<file path="config.mk">
export PLATFORM = sky130hd
export DESIGN_NAME = cpp_position_preset
export DESIGN_NICKNAME = d
export VERILOG_FILES = /design/src/cpp_pkg.sv /design/src/cpp_position_preset.sv
export SDC_FILE = /design/constraint.sdc
export NUM_CORES = 1
export LEC_CHECK = 0
export BUFFER_PORTS_ARGS = -buffer_cell sky130_fd_sc_hd__buf_4
export CAP_MARGIN = 20
export CORE_MARGIN = 2
export CORE_UTILIZATION = 50
export DETAILED_ROUTE_END_ITERATION = 6
export MAX_ROUTING_LAYER = met4
export PLACE_DENSITY_LB_ADDON = 0.2
export SYNTH_ARGS = -nofsm -noshare
export SYNTH_HDL_FRONTEND = slang
export SYNTH_SLANG_ARGS = --single-unit
</file>
<file path="constraint.sdc">
create_clock -name clk -period 3.5 [get_ports clk]
set_input_delay 0 -clock clk [delete_from_list [all_inputs] [get_ports clk]]
set_output_delay 0 -clock clk [all_outputs]
set_load 0.005 [all_outputs]
</file>
<file path="src/cpp_pkg.sv">
/*
 current-position preset block: shared constants.
 holds buffer-memory word addresses, discrete i/o bit positions,
 error codes and timing counts. assumes a 20 MHz clock.
*/
package cpp_pkg;
   // clock rate and derived timing
   localparam int unsigned CLK_HZ          = 20_000_000;   // system clock rate
   localparam int unsigned ERR_CLR_MS      = 12;           // error-clear detection time, ms
   localparam int unsigned ERR_CLR_CYC     = ERR_CLR_MS * (CLK_HZ / 1000); // cycles, 240000
   localparam int unsigned PRESET_RESP_US  = 2000;         // longest preset response, us
   localparam int unsigned PRESET_RESP_CYC = 2;            // preset lands in 2 cycles after edge

   // buffer memory layout (word addresses, axis 1; axis 2 adds AXIS_STRIDE)
   localparam int unsigned BM_AW           = 11;           // word address width
   localparam logic [10:0] AXIS_STRIDE     = 11'h3e8;      // 1000 words between axis sets
   localparam logic [10:0] SENSOR_LO       = 11'h000;      // sensor value, low word
   localparam logic [10:0] SENSOR_HI       = 11'h001;      // sensor value, high word
   localparam logic [10:0] POS_CW_LO       = 11'h002;      // position_cw_value low
   localparam logic [10:0] POS_CW_HI       = 11'h003;      // position_cw_value high
   localparam logic [10:0] POS_CCW_LO      = 11'h004;      // position_ccw_value low
   localparam logic [10:0] POS_CCW_HI      = 11'h005;      // position_ccw_value high
   localparam logic [10:0] ERR_CODE_ADDR   = 11'h007;      // error_code_word
   localparam logic [10:0] PRESET_LO       = 11'h2b2;      // preset_value low
   localparam logic [10:0] PRESET_HI       = 11'h2b3;      // preset_value high
   localparam logic [10:0] INHIBIT_LO      = 11'h2b6;      // preset_inhibit low
   localparam logic [10:0] INHIBIT_HI      = 11'h2b7;      // preset_inhibit high
   localparam logic [10:0] AXIS_EN_ADDR    = 11'h2be;      // axis_enable_word

   // field values
   localparam logic [15:0] AXIS_OFF_CODE   = 16'h0063;     // 99 disables sensor fault detection
   localparam logic [15:0] PRESET_HI_MAX   = 16'h00ff;     // high word limit, 16777215
   localparam logic [23:0] POS_RESET       = 24'h000000;   // position after reset
   localparam logic [15:0] ERR_NONE        = 16'h0000;     // no error stored
   localparam logic [15:0] ERR_WR_BASE     = 16'h000a;     // write-protect codes 10..15
   localparam logic [15:0] ERR_PRESET_RNG  = 16'h0020;     // preset value out of range
   localparam logic [15:0] ERR_SENSOR      = 16'h0040;     // sensor fault

   // discrete i/o bit positions (32 points each way)
   localparam int unsigned IO_POINTS       = 32;
   localparam int unsigned Y_READY         = 16;           // controller_ready_out
   localparam int unsigned Y_PRESET_A0     = 19;           // preset_command, axis 1
   localparam int unsigned Y_PRESET_A1     = 22;           // preset_command, axis 2
   localparam int unsigned Y_ERR_CLEAR     = 28;           // error_clear_out
   localparam int unsigned X_ONLINE        = 1;            // online_flag
   localparam int unsigned X_SFAULT_A0     = 4;            // sensor_fault_flag, axis 1
   localparam int unsigned X_ERROR_A0      = 5;            // error_detected_flag, axis 1
   localparam int unsigned X_SFAULT_A1     = 8;            // sensor_fault_flag, axis 2
   localparam int unsigned X_ERROR_A1      = 9;            // error_detected_flag, axis 2
endpackage : cpp_pkg

</file>
<file path="src/cpp_position_preset.sv">
/*
 two-axis current-position tracking with preset, error flags and
 error clear, reached through a word buffer memory and 32 discrete
 points each way. assumes the controller drives the discrete outputs
 from another domain (synchronised here) and drives the buffer port
 and the sensor step inputs on clk. a new error beats a clear in the
 same cycle; positions track and presets load only while ready is high,
 and lost motion during an error is not recovered without a new preset.
*/
`timescale 1ns/1ps
module cpp_position_preset
   import cpp_pkg::*;
#(
   parameter int unsigned ERR_CLR_CYCLES = cpp_pkg::ERR_CLR_CYC   // error-clear hold count
)(
   input  wire logic                          clk,
   input  wire logic                          rst_n,
   input  wire logic [cpp_pkg::IO_POINTS-1:0] y_pins,           // controller outputs
   output      logic [cpp_pkg::IO_POINTS-1:0] x_pins,           // module inputs to controller
   input  wire logic [cpp_pkg::BM_AW-1:0]     bm_addr,          // buffer word address
   input  wire logic                          bm_wr_en,         // buffer_write_instruction strobe
   input  wire logic [15:0]                   bm_wdata,         // write word
   input  wire logic                          bm_rd_en,         // read strobe
   output      logic [15:0]                   bm_rdata,         // read word
   output      logic                          bm_rd_valid,      // read word valid
   input  wire logic [1:0]                    sens_step_valid,  // per-axis movement sample
   input  wire logic [15:0]                   sens_step_a0,     // signed cw step, axis 1
   input  wire logic [15:0]                   sens_step_a1,     // signed cw step, axis 2
   input  wire logic [1:0]                    sens_fault_pin    // per-axis raw fault
);
   import cpp_pkg::*;

   // refuse a hold count that the 24-bit counter cannot reach
   if (ERR_CLR_CYCLES < 1 || ERR_CLR_CYCLES > 32'h00ffffff) begin : g_bad_clr_cycles
      $error("ERR_CLR_CYCLES out of range");
   end

   // split address into axis and local word; axis 2 set sits 1000 above
   function automatic logic [11:0] decode_addr(input logic [10:0] a);
      logic [10:0] loc;
      logic        ax;
      // anything at or above the stride belongs to axis 2
      ax  = (a >= AXIS_STRIDE);
      loc = ax ? (a - AXIS_STRIDE) : a;
      decode_addr = {ax, loc};
   endfunction : decode_addr

   // wrap-around add of a signed step to a 24-bit position
   function automatic logic [23:0] step_pos(input logic [23:0] p, input logic [15:0] d);
      // the step is sign-extended, so backward travel subtracts
      step_pos = p + {{8{d[15]}}, d};
   endfunction : step_pos

   // synchronisers for discrete inputs and fault pins
   logic [IO_POINTS-1:0] y_meta_ff;       // first stage, read only by second
   logic [IO_POINTS-1:0] y_sync_ff;       // usable controller outputs
   logic [1:0]           flt_meta_ff;     // first stage of fault pins
   logic [1:0]           flt_sync_ff;     // usable fault levels
   logic [1:0]           preset_prev_ff;  // last preset level per axis

   // per-axis storage, index 0 is axis 1 and index 1 is axis 2
   logic [23:0] pos_cw_ff   [2];          // cw-increasing position
   logic [23:0] pos_ccw_ff  [2];          // ccw-increasing position
   logic [15:0] preset_lo_ff[2];          // preset value low word
   logic [15:0] preset_hi_ff[2];          // preset value high word
   logic [15:0] inhib_lo_ff [2];          // inhibit word, bit 0 active
   logic [15:0] inhib_hi_ff [2];          // inhibit upper word, stored only
   logic [15:0] axis_en_ff  [2];          // axis enable word
   logic [15:0] err_code_ff [2];          // error code word
   logic [1:0]  sfault_ff;                // sticky sensor fault
   logic [1:0]  err_ff;                   // sticky any error
   logic [1:0]  preset_go_ff;             // accepted preset, one cycle

   // error-clear qualification
   // the pin level must stand the full count after synchronisation
   logic [23:0] clr_cnt_ff;               // cycles error clear has stood
   logic        clr_done_ff;              // clear already issued this hold
   logic        clr_pulse_ff;             // one-cycle clear of errors

   // decoded bus access
   // combinational decode, settled before every rising edge
   logic [11:0] dec;
   logic        dec_ax;
   logic [10:0] dec_loc;
   logic        ready;
   logic [1:0]  preset_lvl;
   logic [1:0]  preset_edge;
   logic [1:0]  wr_prot;                  // illegal write per axis
   logic [1:0]  wr_range;                 // out-of-range preset write per axis
   logic [1:0]  sens_now;                 // fault seen on an enabled axis
   logic [15:0] sens_step [2];

   // decoded address and synchronised levels shared by several processes
   assign dec         = decode_addr(bm_addr);
   assign dec_ax      = dec[11];
   assign dec_loc     = dec[10:0];
   assign ready       = y_sync_ff[Y_READY];
   assign preset_lvl  = {y_sync_ff[Y_PRESET_A1], y_sync_ff[Y_PRESET_A0]};
   // an edge is a high sample whose previous sample was low
   assign preset_edge = preset_lvl & ~preset_prev_ff;
   assign sens_step[0] = sens_step_a0;
   assign sens_step[1] = sens_step_a1;

   // two-flop synchronisers for everything from outside the clock domain
   always_ff @(posedge clk or negedge rst_n) begin
      if (!rst_n) begin
         // all-low matches the idle pins, so no false preset edge follows reset
         y_meta_ff   <= '0;
         y_sync_ff   <= '0;
         flt_meta_ff <= '0;
         flt_sync_ff <= '0;
      end else begin
         // only the second stage reads the first, never the logic
         y_meta_ff   <= y_pins;
         y_sync_ff   <= y_meta_ff;
         flt_meta_ff <= sens_fault_pin;
         flt_sync_ff <= flt_meta_ff;
      end
   end

   // per-axis error sources, decided combinationally
   always_comb begin
      for (int a = 0; a < 2; a++) begin
         // writes to sensor and position words are refused while online
         wr_prot[a]  = bm_wr_en && ready && (dec_ax == a[0]) && (dec_loc <= POS_CCW_HI);
         // high word above the 24-bit limit is out of range
         wr_range[a] = bm_wr_en && (dec_ax == a[0]) && (dec_loc == PRESET_HI) &&
                       (bm_wdata > PRESET_HI_MAX);
         // a disabled axis reports no sensor fault
         // tracking still runs on a disabled axis
         sens_now[a] = ready && flt_sync_ff[a] && (axis_en_ff[a] != AXIS_OFF_CODE);
      end
   end

   // preset edge history, tracked whatever the ready level
   always_ff @(posedge clk or negedge rst_n) begin
      if (!rst_n) begin
         preset_prev_ff <= '0;
      end else begin
         // a level held high never yields a second edge
         preset_prev_ff <= preset_lvl;
      end
   end

   // preset acceptance: edge, online, no sensor fault, not inhibited
   always_ff @(posedge clk or negedge rst_n) begin
      if (!rst_n) begin
         preset_go_ff <= '0;
      end else begin
         // an edge that arrives while any condition is unmet is dropped, not queued
         // the sticky fault must be cleared before presets resume
         for (int a = 0; a < 2; a++) begin
            preset_go_ff[a] <= preset_edge[a] && ready && !sfault_ff[a] &&
                               !inhib_lo_ff[a][0];
         end
      end
   end

   // writable buffer words
   always_ff @(posedge clk or negedge rst_n) begin
      if (!rst_n) begin
         // presets zero, inhibit off, axis enabled after reset
         for (int a = 0; a < 2; a++) begin
            preset_lo_ff[a] <= '0;
            preset_hi_ff[a] <= '0;
            inhib_lo_ff[a]  <= '0;
            inhib_hi_ff[a]  <= '0;
            axis_en_ff[a]   <= '0;
         end
      end else if (bm_wr_en) begin
         // sensor and position words have no storage here; refusal is flagged below
         for (int a = 0; a < 2; a++) begin
            if (dec_ax == a[0]) begin
               unique case (dec_loc)
                  PRESET_LO:    preset_lo_ff[a] <= bm_wdata;
                  PRESET_HI: begin
                     // an out-of-range high word is refused and flagged
                     if (!wr_range[a]) begin
                        preset_hi_ff[a] <= bm_wdata;
                     end
                  end
                  INHIBIT_LO:   inhib_lo_ff[a]  <= bm_wdata;
                  INHIBIT_HI:   inhib_hi_ff[a]  <= bm_wdata;
                  AXIS_EN_ADDR: axis_en_ff[a]   <= bm_wdata;
                  default: ;
               endcase
            end
         end
      end
   end

   // position tracking and preset load
   always_ff @(posedge clk or negedge rst_n) begin
      if (!rst_n) begin
         // positions start at zero and need a preset to mean anything
         for (int a = 0; a < 2; a++) begin
            pos_cw_ff[a]  <= POS_RESET;
            pos_ccw_ff[a] <= POS_RESET;
         end
      end else begin
         for (int a = 0; a < 2; a++) begin
            // a preset load wins over a step sample in the same cycle
            if (preset_go_ff[a]) begin
               // both forms take the stored value                                  
               pos_cw_ff[a]  <= {preset_hi_ff[a][7:0], preset_lo_ff[a]};
               pos_ccw_ff[a] <= {preset_hi_ff[a][7:0], preset_lo_ff[a]};
            end else if (ready && sens_step_valid[a]) begin
               // tracking pauses while ready is low
               // semi-absolute: steps are summed, lost motion is not recovered
               pos_cw_ff[a]  <= step_pos(pos_cw_ff[a], sens_step[a]);
               pos_ccw_ff[a] <= step_pos(pos_ccw_ff[a], 16'h0000 - sens_step[a]);
            end
         end
      end
   end

   // error clear must stand the detection time before it takes effect
   always_ff @(posedge clk or negedge rst_n) begin
      if (!rst_n) begin
         clr_cnt_ff   <= '0;
         clr_done_ff  <= 1'b0;
         clr_pulse_ff <= 1'b0;
      end else begin
         clr_pulse_ff <= 1'b0;
         // the count restarts whenever the request drops
         if (!y_sync_ff[Y_ERR_CLEAR]) begin
            clr_cnt_ff  <= '0;
            clr_done_ff <= 1'b0;
         end else if (!clr_done_ff) begin
            // one clear per high period, however long it is held
            if (clr_cnt_ff == 24'(ERR_CLR_CYCLES - 1)) begin
               clr_pulse_ff <= 1'b1;
               clr_done_ff  <= 1'b1;
            end else begin
               // below the limit, keep counting the high time
               clr_cnt_ff <= clr_cnt_ff + 24'h000001;
            end
         end
      end
   end

   // sticky error flags and codes; a new error beats a clear
   always_ff @(posedge clk or negedge rst_n) begin
      if (!rst_n) begin
         sfault_ff <= '0;
         err_ff    <= '0;
         for (int a = 0; a < 2; a++) begin
            err_code_ff[a] <= ERR_NONE;
         end
      end else begin
         for (int a = 0; a < 2; a++) begin
            // priority: sensor fault, then range, then write protect
            // a set in the clear cycle keeps its flag, the set wins
            if (sens_now[a]) begin
               sfault_ff[a]   <= 1'b1;
               err_ff[a]      <= 1'b1;
               err_code_ff[a] <= ERR_SENSOR;
            end else if (wr_range[a]) begin
               err_ff[a]      <= 1'b1;
               err_code_ff[a] <= ERR_PRESET_RNG;
            end else if (wr_prot[a]) begin
               // protect codes run 10..15 by refused word number
               err_ff[a]      <= 1'b1;
               err_code_ff[a] <= ERR_WR_BASE + {11'h000, dec_loc[4:0]} - 16'h0000;
            end else if (clr_pulse_ff) begin
               // the latest error overwrote the code; clearing empties it
               sfault_ff[a]   <= 1'b0;
               err_ff[a]      <= 1'b0;
               err_code_ff[a] <= ERR_NONE;
            end
         end
      end
   end

   // discrete inputs toward the controller, 32 points
   // points not listed stay low; flags lag their registers one cycle
   always_ff @(posedge clk or negedge rst_n) begin
      if (!rst_n) begin
         x_pins <= '0;
      end else begin
         x_pins              <= '0;
         x_pins[X_ONLINE]    <= ready;
         x_pins[X_SFAULT_A0] <= sfault_ff[0];
         x_pins[X_ERROR_A0]  <= err_ff[0];
         x_pins[X_SFAULT_A1] <= sfault_ff[1];
         x_pins[X_ERROR_A1]  <= err_ff[1];
      end
   end

   // buffer read port, one cycle latency, unmapped words read zero
   // the word stands until the next read, so a slow reader still sees it
   always_ff @(posedge clk or negedge rst_n) begin
      if (!rst_n) begin
         bm_rdata    <= '0;
         bm_rd_valid <= 1'b0;
      end else begin
         bm_rd_valid <= bm_rd_en;
         if (bm_rd_en) begin
            // dec_ax picks the axis storage for every mapped word
            unique case (dec_loc)
               POS_CW_LO:     bm_rdata <= pos_cw_ff[dec_ax][15:0];
               POS_CW_HI:     bm_rdata <= {8'h00, pos_cw_ff[dec_ax][23:16]};
               POS_CCW_LO:    bm_rdata <= pos_ccw_ff[dec_ax][15:0];
               POS_CCW_HI:    bm_rdata <= {8'h00, pos_ccw_ff[dec_ax][23:16]};
               ERR_CODE_ADDR: bm_rdata <= err_code_ff[dec_ax];
               PRESET_LO:     bm_rdata <= preset_lo_ff[dec_ax];
               PRESET_HI:     bm_rdata <= preset_hi_ff[dec_ax];
               INHIBIT_LO:    bm_rdata <= inhib_lo_ff[dec_ax];
               INHIBIT_HI:    bm_rdata <= inhib_hi_ff[dec_ax];
               AXIS_EN_ADDR:  bm_rdata <= axis_en_ff[dec_ax];
               default:       bm_rdata <= '0;
            endcase
         end
      end
   end

endmodule : cpp_position_preset

</file>
**Yosys cells after proc, flatten, opt, wreduce, memory -nomap -nowiden**

Cells that the tools add are included.

- Bits in registers: 406
- Input bits: 99
- Logic and storage cells: 178

- Add/sub/neg operators: 9
- Magnitude comparators: 4
- Equality and inequality tests: 19
- Multiplexer cells: 62
- Bitwise operators: 6
- Reduce and logical (&&, ||, !) cells: 46

Operators with widths:

| kind | count |
|---|---|
| 24-bit 2-to-1 mux | 17 |
| 16-bit 2-to-1 mux | 25 |
| 16-bit one-hot mux with 10 select lines | 1 |
| 24-bit adder | 4 |
| 11-bit by 10-bit == test with 1-bit output (second input constant) | 5 |
| 11-bit by 3-bit == test with 1-bit output (second input constant) | 3 |
| 16-bit by 7-bit != test with 1-bit output (second input constant) | 2 |
| 1-bit by 16-bit subtractor with 16-bit output (first input constant) | 2 |
| 3-bit AND reduction | 10 |
| 24-bit by 1-bit adder with 24-bit output (second input constant) | 1 |
| 24-bit by 18-bit == test with 1-bit output (second input constant) | 1 |
| 1-bit logical AND | 23 |
| 11-bit by 2-bit == test with 1-bit output (second input constant) | 2 |
| 1-bit 2-to-1 mux | 18 |
| 16-bit by 8-bit > comparator with 1-bit output (second input constant) | 1 |
| 11-bit by 10-bit >= comparator with 1-bit output (second input constant) | 1 |
| 11-bit by 3-bit less-or-equal comparator with 1-bit output (second input constant) | 1 |
| 11-bit 2-to-1 mux | 1 |
| 11-bit by 10-bit subtractor with 11-bit output (second input constant) | 1 |
| 2-bit by 1-bit != test with 1-bit output (second input constant) | 4 |
| 4-bit AND reduction | 2 |
| 2-bit nonzero test | 4 |
| 4-bit nonzero test | 2 |
| 4-bit by 5-bit adder with 6-bit output (first input constant) | 1 |
| other kinds (8) | 14 |

**Depth between registers and ports, before layout**

- Depth after elaboration: 7
- Gate-level depth with buffers: 18

**Least setup slack after synthesis**

OpenSTA, ideal clock, no wires.

- Path type: in2reg
- Start: input sens_step_a0[3]
- End: register pos_ccw_ff[47] (netlist bit)
- Data arrival time: 3.234 ns
- Required time: 3.371 ns
- Setup slack: 0.137 ns
- Cell stages on the path: 14
- Path buffers: 0
- Cells stage by stage: or4_1 -> nor4_2 -> nand2_1 -> nor3_1 -> xor2_1 -> inv_1 -> ha_1 -> a21oi_1 -> o21ai_0 -> o21bai_1 -> o31ai_1 -> mux2i_1 -> o211ai_1 -> nor3b_1

- Longest elaborated chain between the ends: 4

Ends and longest elaborated chain:

| item | line | source |
|---|---|---|
| start, declared | cpp_position_preset.sv:27 | `input wire logic [15:0] sens_step_a0,` |
| 1-bit by 16-bit subtractor with 16-bit output | cpp_position_preset.sv:211 | `pos_ccw_ff[a] <= step_pos(pos_ccw_ff[a], 16'h0000 - sens_step[a]);` |
| 24-bit adder | cpp_position_preset.sv:51 | `step_pos = p + {{8{d[15]}}, d};` |
| 24-bit 2-to-1 mux | cpp_position_preset.sv:207 | `end else if (ready && sens_step_valid[a]) begin` |
| 24-bit 2-to-1 mux | cpp_position_preset.sv:203 | `if (preset_go_ff[a]) begin` |
| end signal, assigned by index | cpp_position_preset.sv:206 | `pos_ccw_ff[a] <= {preset_hi_ff[a][7:0], preset_lo_ff[a]};` |
| end signal, assigned by index | cpp_position_preset.sv:211 |  |
| end, declared | cpp_position_preset.sv:63 | `logic [23:0] pos_ccw_ff [2];` |

Every way passes these cells. The select of a mux whose other input is x is not followed.
A chain may end at the register's enable or synchronous reset.

**Worst setup path in the final report**

- Start: input bm_addr[4] (netlist bit)
- End: register bm_rdata[6]

- Longest elaborated chain between the ends: 6

Ends and longest elaborated chain:

| item | line | source |
|---|---|---|
| start, declared | cpp_position_preset.sv:20 | `input wire logic [cpp_pkg::BM_AW-1:0] bm_addr,` |
| parallel branches: the longest is 5 deep, another holds 11-bit by 10-bit subtractor with 11-bit output | -- |  |
| 16-bit one-hot mux with 10 select lines (*) | cpp_position_preset.sv:300 | `unique case (dec_loc)` |
| end signal, assigned | cpp_position_preset.sv:301 | `POS_CW_LO: bm_rdata <= pos_cw_ff[dec_ax][15:0];` |
| end signal, assigned | cpp_position_preset.sv:302 | `POS_CW_HI: bm_rdata <= {8'h00, pos_cw_ff[dec_ax][23:16]};` |
| end signal, assigned | cpp_position_preset.sv:310 | `AXIS_EN_ADDR: bm_rdata <= axis_en_ff[dec_ax];` |
| end, declared | cpp_position_preset.sv:24 | `output logic [15:0] bm_rdata,` |

Every way passes the cells marked *. The select of a mux whose other input is x is not followed.

==> flow_metrics.env <==
export IMPL_outcome="completed"
export IMPL_synth_seq_cells=338
export IMPL_worst_ep_required_time_ns=3.94
export IMPL_ant_nets=0
export IMPL_cts_tree="done"
export IMPL_area_growth_pct=16.7
export IMPL_synth_cell_types=89
export IMPL_ir_drop_mv=0.374
export IMPL_fin_nets=2714
export IMPL_setup_violations=0
export IMPL_io_buffers=92
export IMPL_core_area_um2=41900
export IMPL_first_pass_iters=6
export IMPL_p_leak_nw=11.7
export IMPL_hold_depth=5
export IMPL_rsz0062_at_grt="false"
export IMPL_grt_max_degree=145
export IMPL_switching_power_w=0.00586
export IMPL_drtIter0Drc=1698
export IMPL_synth_area_um2=21200
export IMPL_cpPeakStageDelay_ns=0.66
export IMPL_clk_pin_slew_ns=0.06
export IMPL_rows=75
export IMPL_clockBufferDepth=3
export IMPL_switching_share_pct=37.5
export IMPL_initial_utilization_pct=50.6
export IMPL_hpwl_um=49200
export IMPL_slowest_stage="a222oi_1"
export IMPL_p_clk_share_pct=27.6
export IMPL_crit_start="bm_addr[4]"
export IMPL_cts_root_buf="clkbuf_16"
export IMPL_synth_edf_count=0
export IMPL_synth_top_cell_by_area="dfrtp_1"
export IMPL_end_kind="flop"
export IMPL_via_per_inst=6.05
export IMPL_drive_gt1_share_pct=15.1
export IMPL_report_final_slew_viol_count=0
export IMPL_rr_worst_depth=10
export IMPL_n_antenna_cell=0
export IMPL_hold_viol=0
export IMPL_synth_area_top_cells="dfrtp_1 40%, nand2_1 9.2%, ha_1 5.8%"
export IMPL_cts_sink_count=338
export IMPL_first_global_vias=18100
export IMPL_yosys_warnings=0
export IMPL_chipWidth_um=210
export IMPL_grt_overflow=0
export IMPL_io_pins=148
export IMPL_ys_async_sr_fraction_pct=100
export IMPL_grt_pass1_wl_um=105000
export IMPL_timing_final_crit_share_pct=95.1
export IMPL_p_per_area_nw_per_um2=631
export IMPL_p_int_w=0.00976
export IMPL_wl_per_cell_um=21.8
export IMPL_clock_latency_ns=0.58
export IMPL_crit_fanout=16
export IMPL_die_h_um=210
export IMPL_slew_headroom_pct=43.8
export IMPL_route_detailed_drc=0
export IMPL_ys_top_cells_by_count="521 x nand2_1, 338 x dfrtp_1, 130 x nor2_1"
export IMPL_antenna_found_initial=1
export IMPL_hp_class="input port to flop"
export IMPL_power_w=0.0156
export IMPL_arrival_ns=3.76
export IMPL_dieArea_um2=44100
export IMPL_start_kind="input port"
export IMPL_maxCapViolCount=0
export IMPL_num_vias=18700
export IMPL_htree_num_levels=2
export IMPL_post_synth_top_count_cell="nand2_1"
export IMPL_fin_crit_ns=3.33
export IMPL_yosysSeqAreaShare_pct=39.9
export IMPL_crit_chain="dlygate4sd3_1 -> buf_4 -> inv_1 -> ha_1 -> and3b_1 -> a31o_4 -> a21oi_4 -> or3_1 -> and4b_1 -> and3_1 -> a222oi_1 -> and4_1 -> o2bb2ai_1"
export IMPL_fmax_ghz=0.300
export IMPL_synthDominantCellAreaShare_pct=39.9
export IMPL_gp_congestion=1.09
export IMPL_crit_type="input port to flop"
export IMPL_seqPwrFrac_pct=32.7
export IMPL_fin_tns_setup_ns=0
export IMPL_numCtsBuffers=39
export IMPL_syn_inst=2346
export IMPL_groute_usage_overall_pct=31.6
export IMPL_combPwrFrac_pct=39.7
export IMPL_synthFlopType="dfrtp_1"
export IMPL_avgSynthCellArea_um2=9.04
export IMPL_fillers=3675
export IMPL_skew_ns=0.0253
export IMPL_r2r_start="pos_ccw_ff[24]$_DFFE_PN0P_"
export IMPL_hold_path_startpoint="bm_addr[3]"
export IMPL_finalWirelength_um=67100
export IMPL_tightest_slew_ns=0.843
cell usage in the layout, fill, tap and decap left out, drive strengths merged, types with 37 or more instances in the layout:
cell	count
a21oi	130
buf	190
clkbuf	55
dfrtp	338
ha	98
inv	49
mux2	146
nand2	521
nor2	138
nor2b	37
nor3	60
o21ai	103
xnor2	74
xor2	37
registers in the layout, summed over array words and instances, names as in the netlist, 4 cells and up:
signal        flops
err_code_ff      14
bm_rdata         16
preset_hi_ff     32
x_pins            5
inhib_lo_ff      32
clr_cnt_ff       24
y_sync_ff         4
pos_ccw_ff       48
y_meta_ff         4
pos_cw_ff        48
preset_lo_ff     32
axis_en_ff       32
inhib_hi_ff      32
layer usage:
metal,global-route usage (%),up-vias,routed length (µm)
met4,11.9,0,2660
met1,41.2,9246,28900
met2,49.0,621,30800
met5,-,-,0
met3,6.32,123,4720
li1,-,8661,-
final timing paths:
check	to	slack, ns
setup reg to reg	pos_ccw_ff[44]$_DFFE_PN0P_	0.32
hold / removal	err_code_ff[4]$_DFFE_PN0P_	0.03
hold reg to reg	y_sync_ff[16]$_DFF_PN0_	0.35
max in group asynchronous	clr_cnt_ff[8]$_DFFE_PN0P_	2.34
setup / recovery	bm_rdata[6]$_DFFE_PN0P_	0.17
min in group asynchronous	pos_cw_ff[34]$_DFFE_PN0P_	0.09
what timing repair did:
item	CTS	global route
hold buffers	36	0
endpoints found under the setup margin	0	15
setup buffers	0	5
resized for setup	0	33
endpoints found under the hold margin	276	0
stage by stage:
stage	cell area, µm²	hold slack (ns)	worst slack, ns	instances	util [%]
2_1_floorplan	21300	-0.296	0.137	2372	-
3_3_place_gp	22900	0.110	0.0425	2971	54.6
3_5_place_dp	22900	0.110	-0.0907	2971	54.6
4_1_cts	24600	0.00819	0.0389	3078	58.6
5_1_grt	24800	0.0692	0.0134	3082	59.0
6_report	24800	0.0337	0.171	3082	59.0
cell type report:
cell class / instances / area [µm²] / area share [%]
clock buffers: 55 / 1100 / 4.43
clock inverters: 16 / 245 / 0.991
inverters: 50 / 188 / 0.758
multi-input cells: 1858 / 12200 / 49.1
flip-flops and latches: 338 / 8460 / 34.2
well taps: 539 / 674 / 2.72
repair buffers: 226 / 1930 / 7.81
power by group through the flow:
stage                     clock network, W  registers, W  logic [W]
after floorplan                          0       0.00488    0.00429
after global placement                   0       0.00514    0.00581
after detailed placement                 0       0.00515    0.00594
after global routing               0.00453       0.00515    0.00691
final                              0.00431       0.00511    0.00621
after CTS                          0.00437       0.00509    0.00601
cell families (layout without fill, tap and decap cells):
family | Yosys count | in the layout | synth area share (%)
flip-flops | 338 | 338 | 39.9
buffers and inverters | 176 | 347 | 3.95
AND/OR/NAND/NOR | 941 | 941 | 20.6
multiplexers | 158 | 158 | 8.32
AO/OA/AOI/OAI | 519 | 519 | 16.5
XOR/XNOR | 111 | 111 | 4.58
adder cells (fa/ha/maj) | 102 | 102 | 6.16
other | 1 | 27 | 0.0177
worst max-delay path: cells and delay by family:
family | cells | cell delay (ns)
fa+ha+maj | 1 | 0.22
compound gates | 4 | 0.99
simple gates | 5 | 1.81
buf+inv | 3 | 0.73
Note: power is estimated with default switching activity, not from simulation.
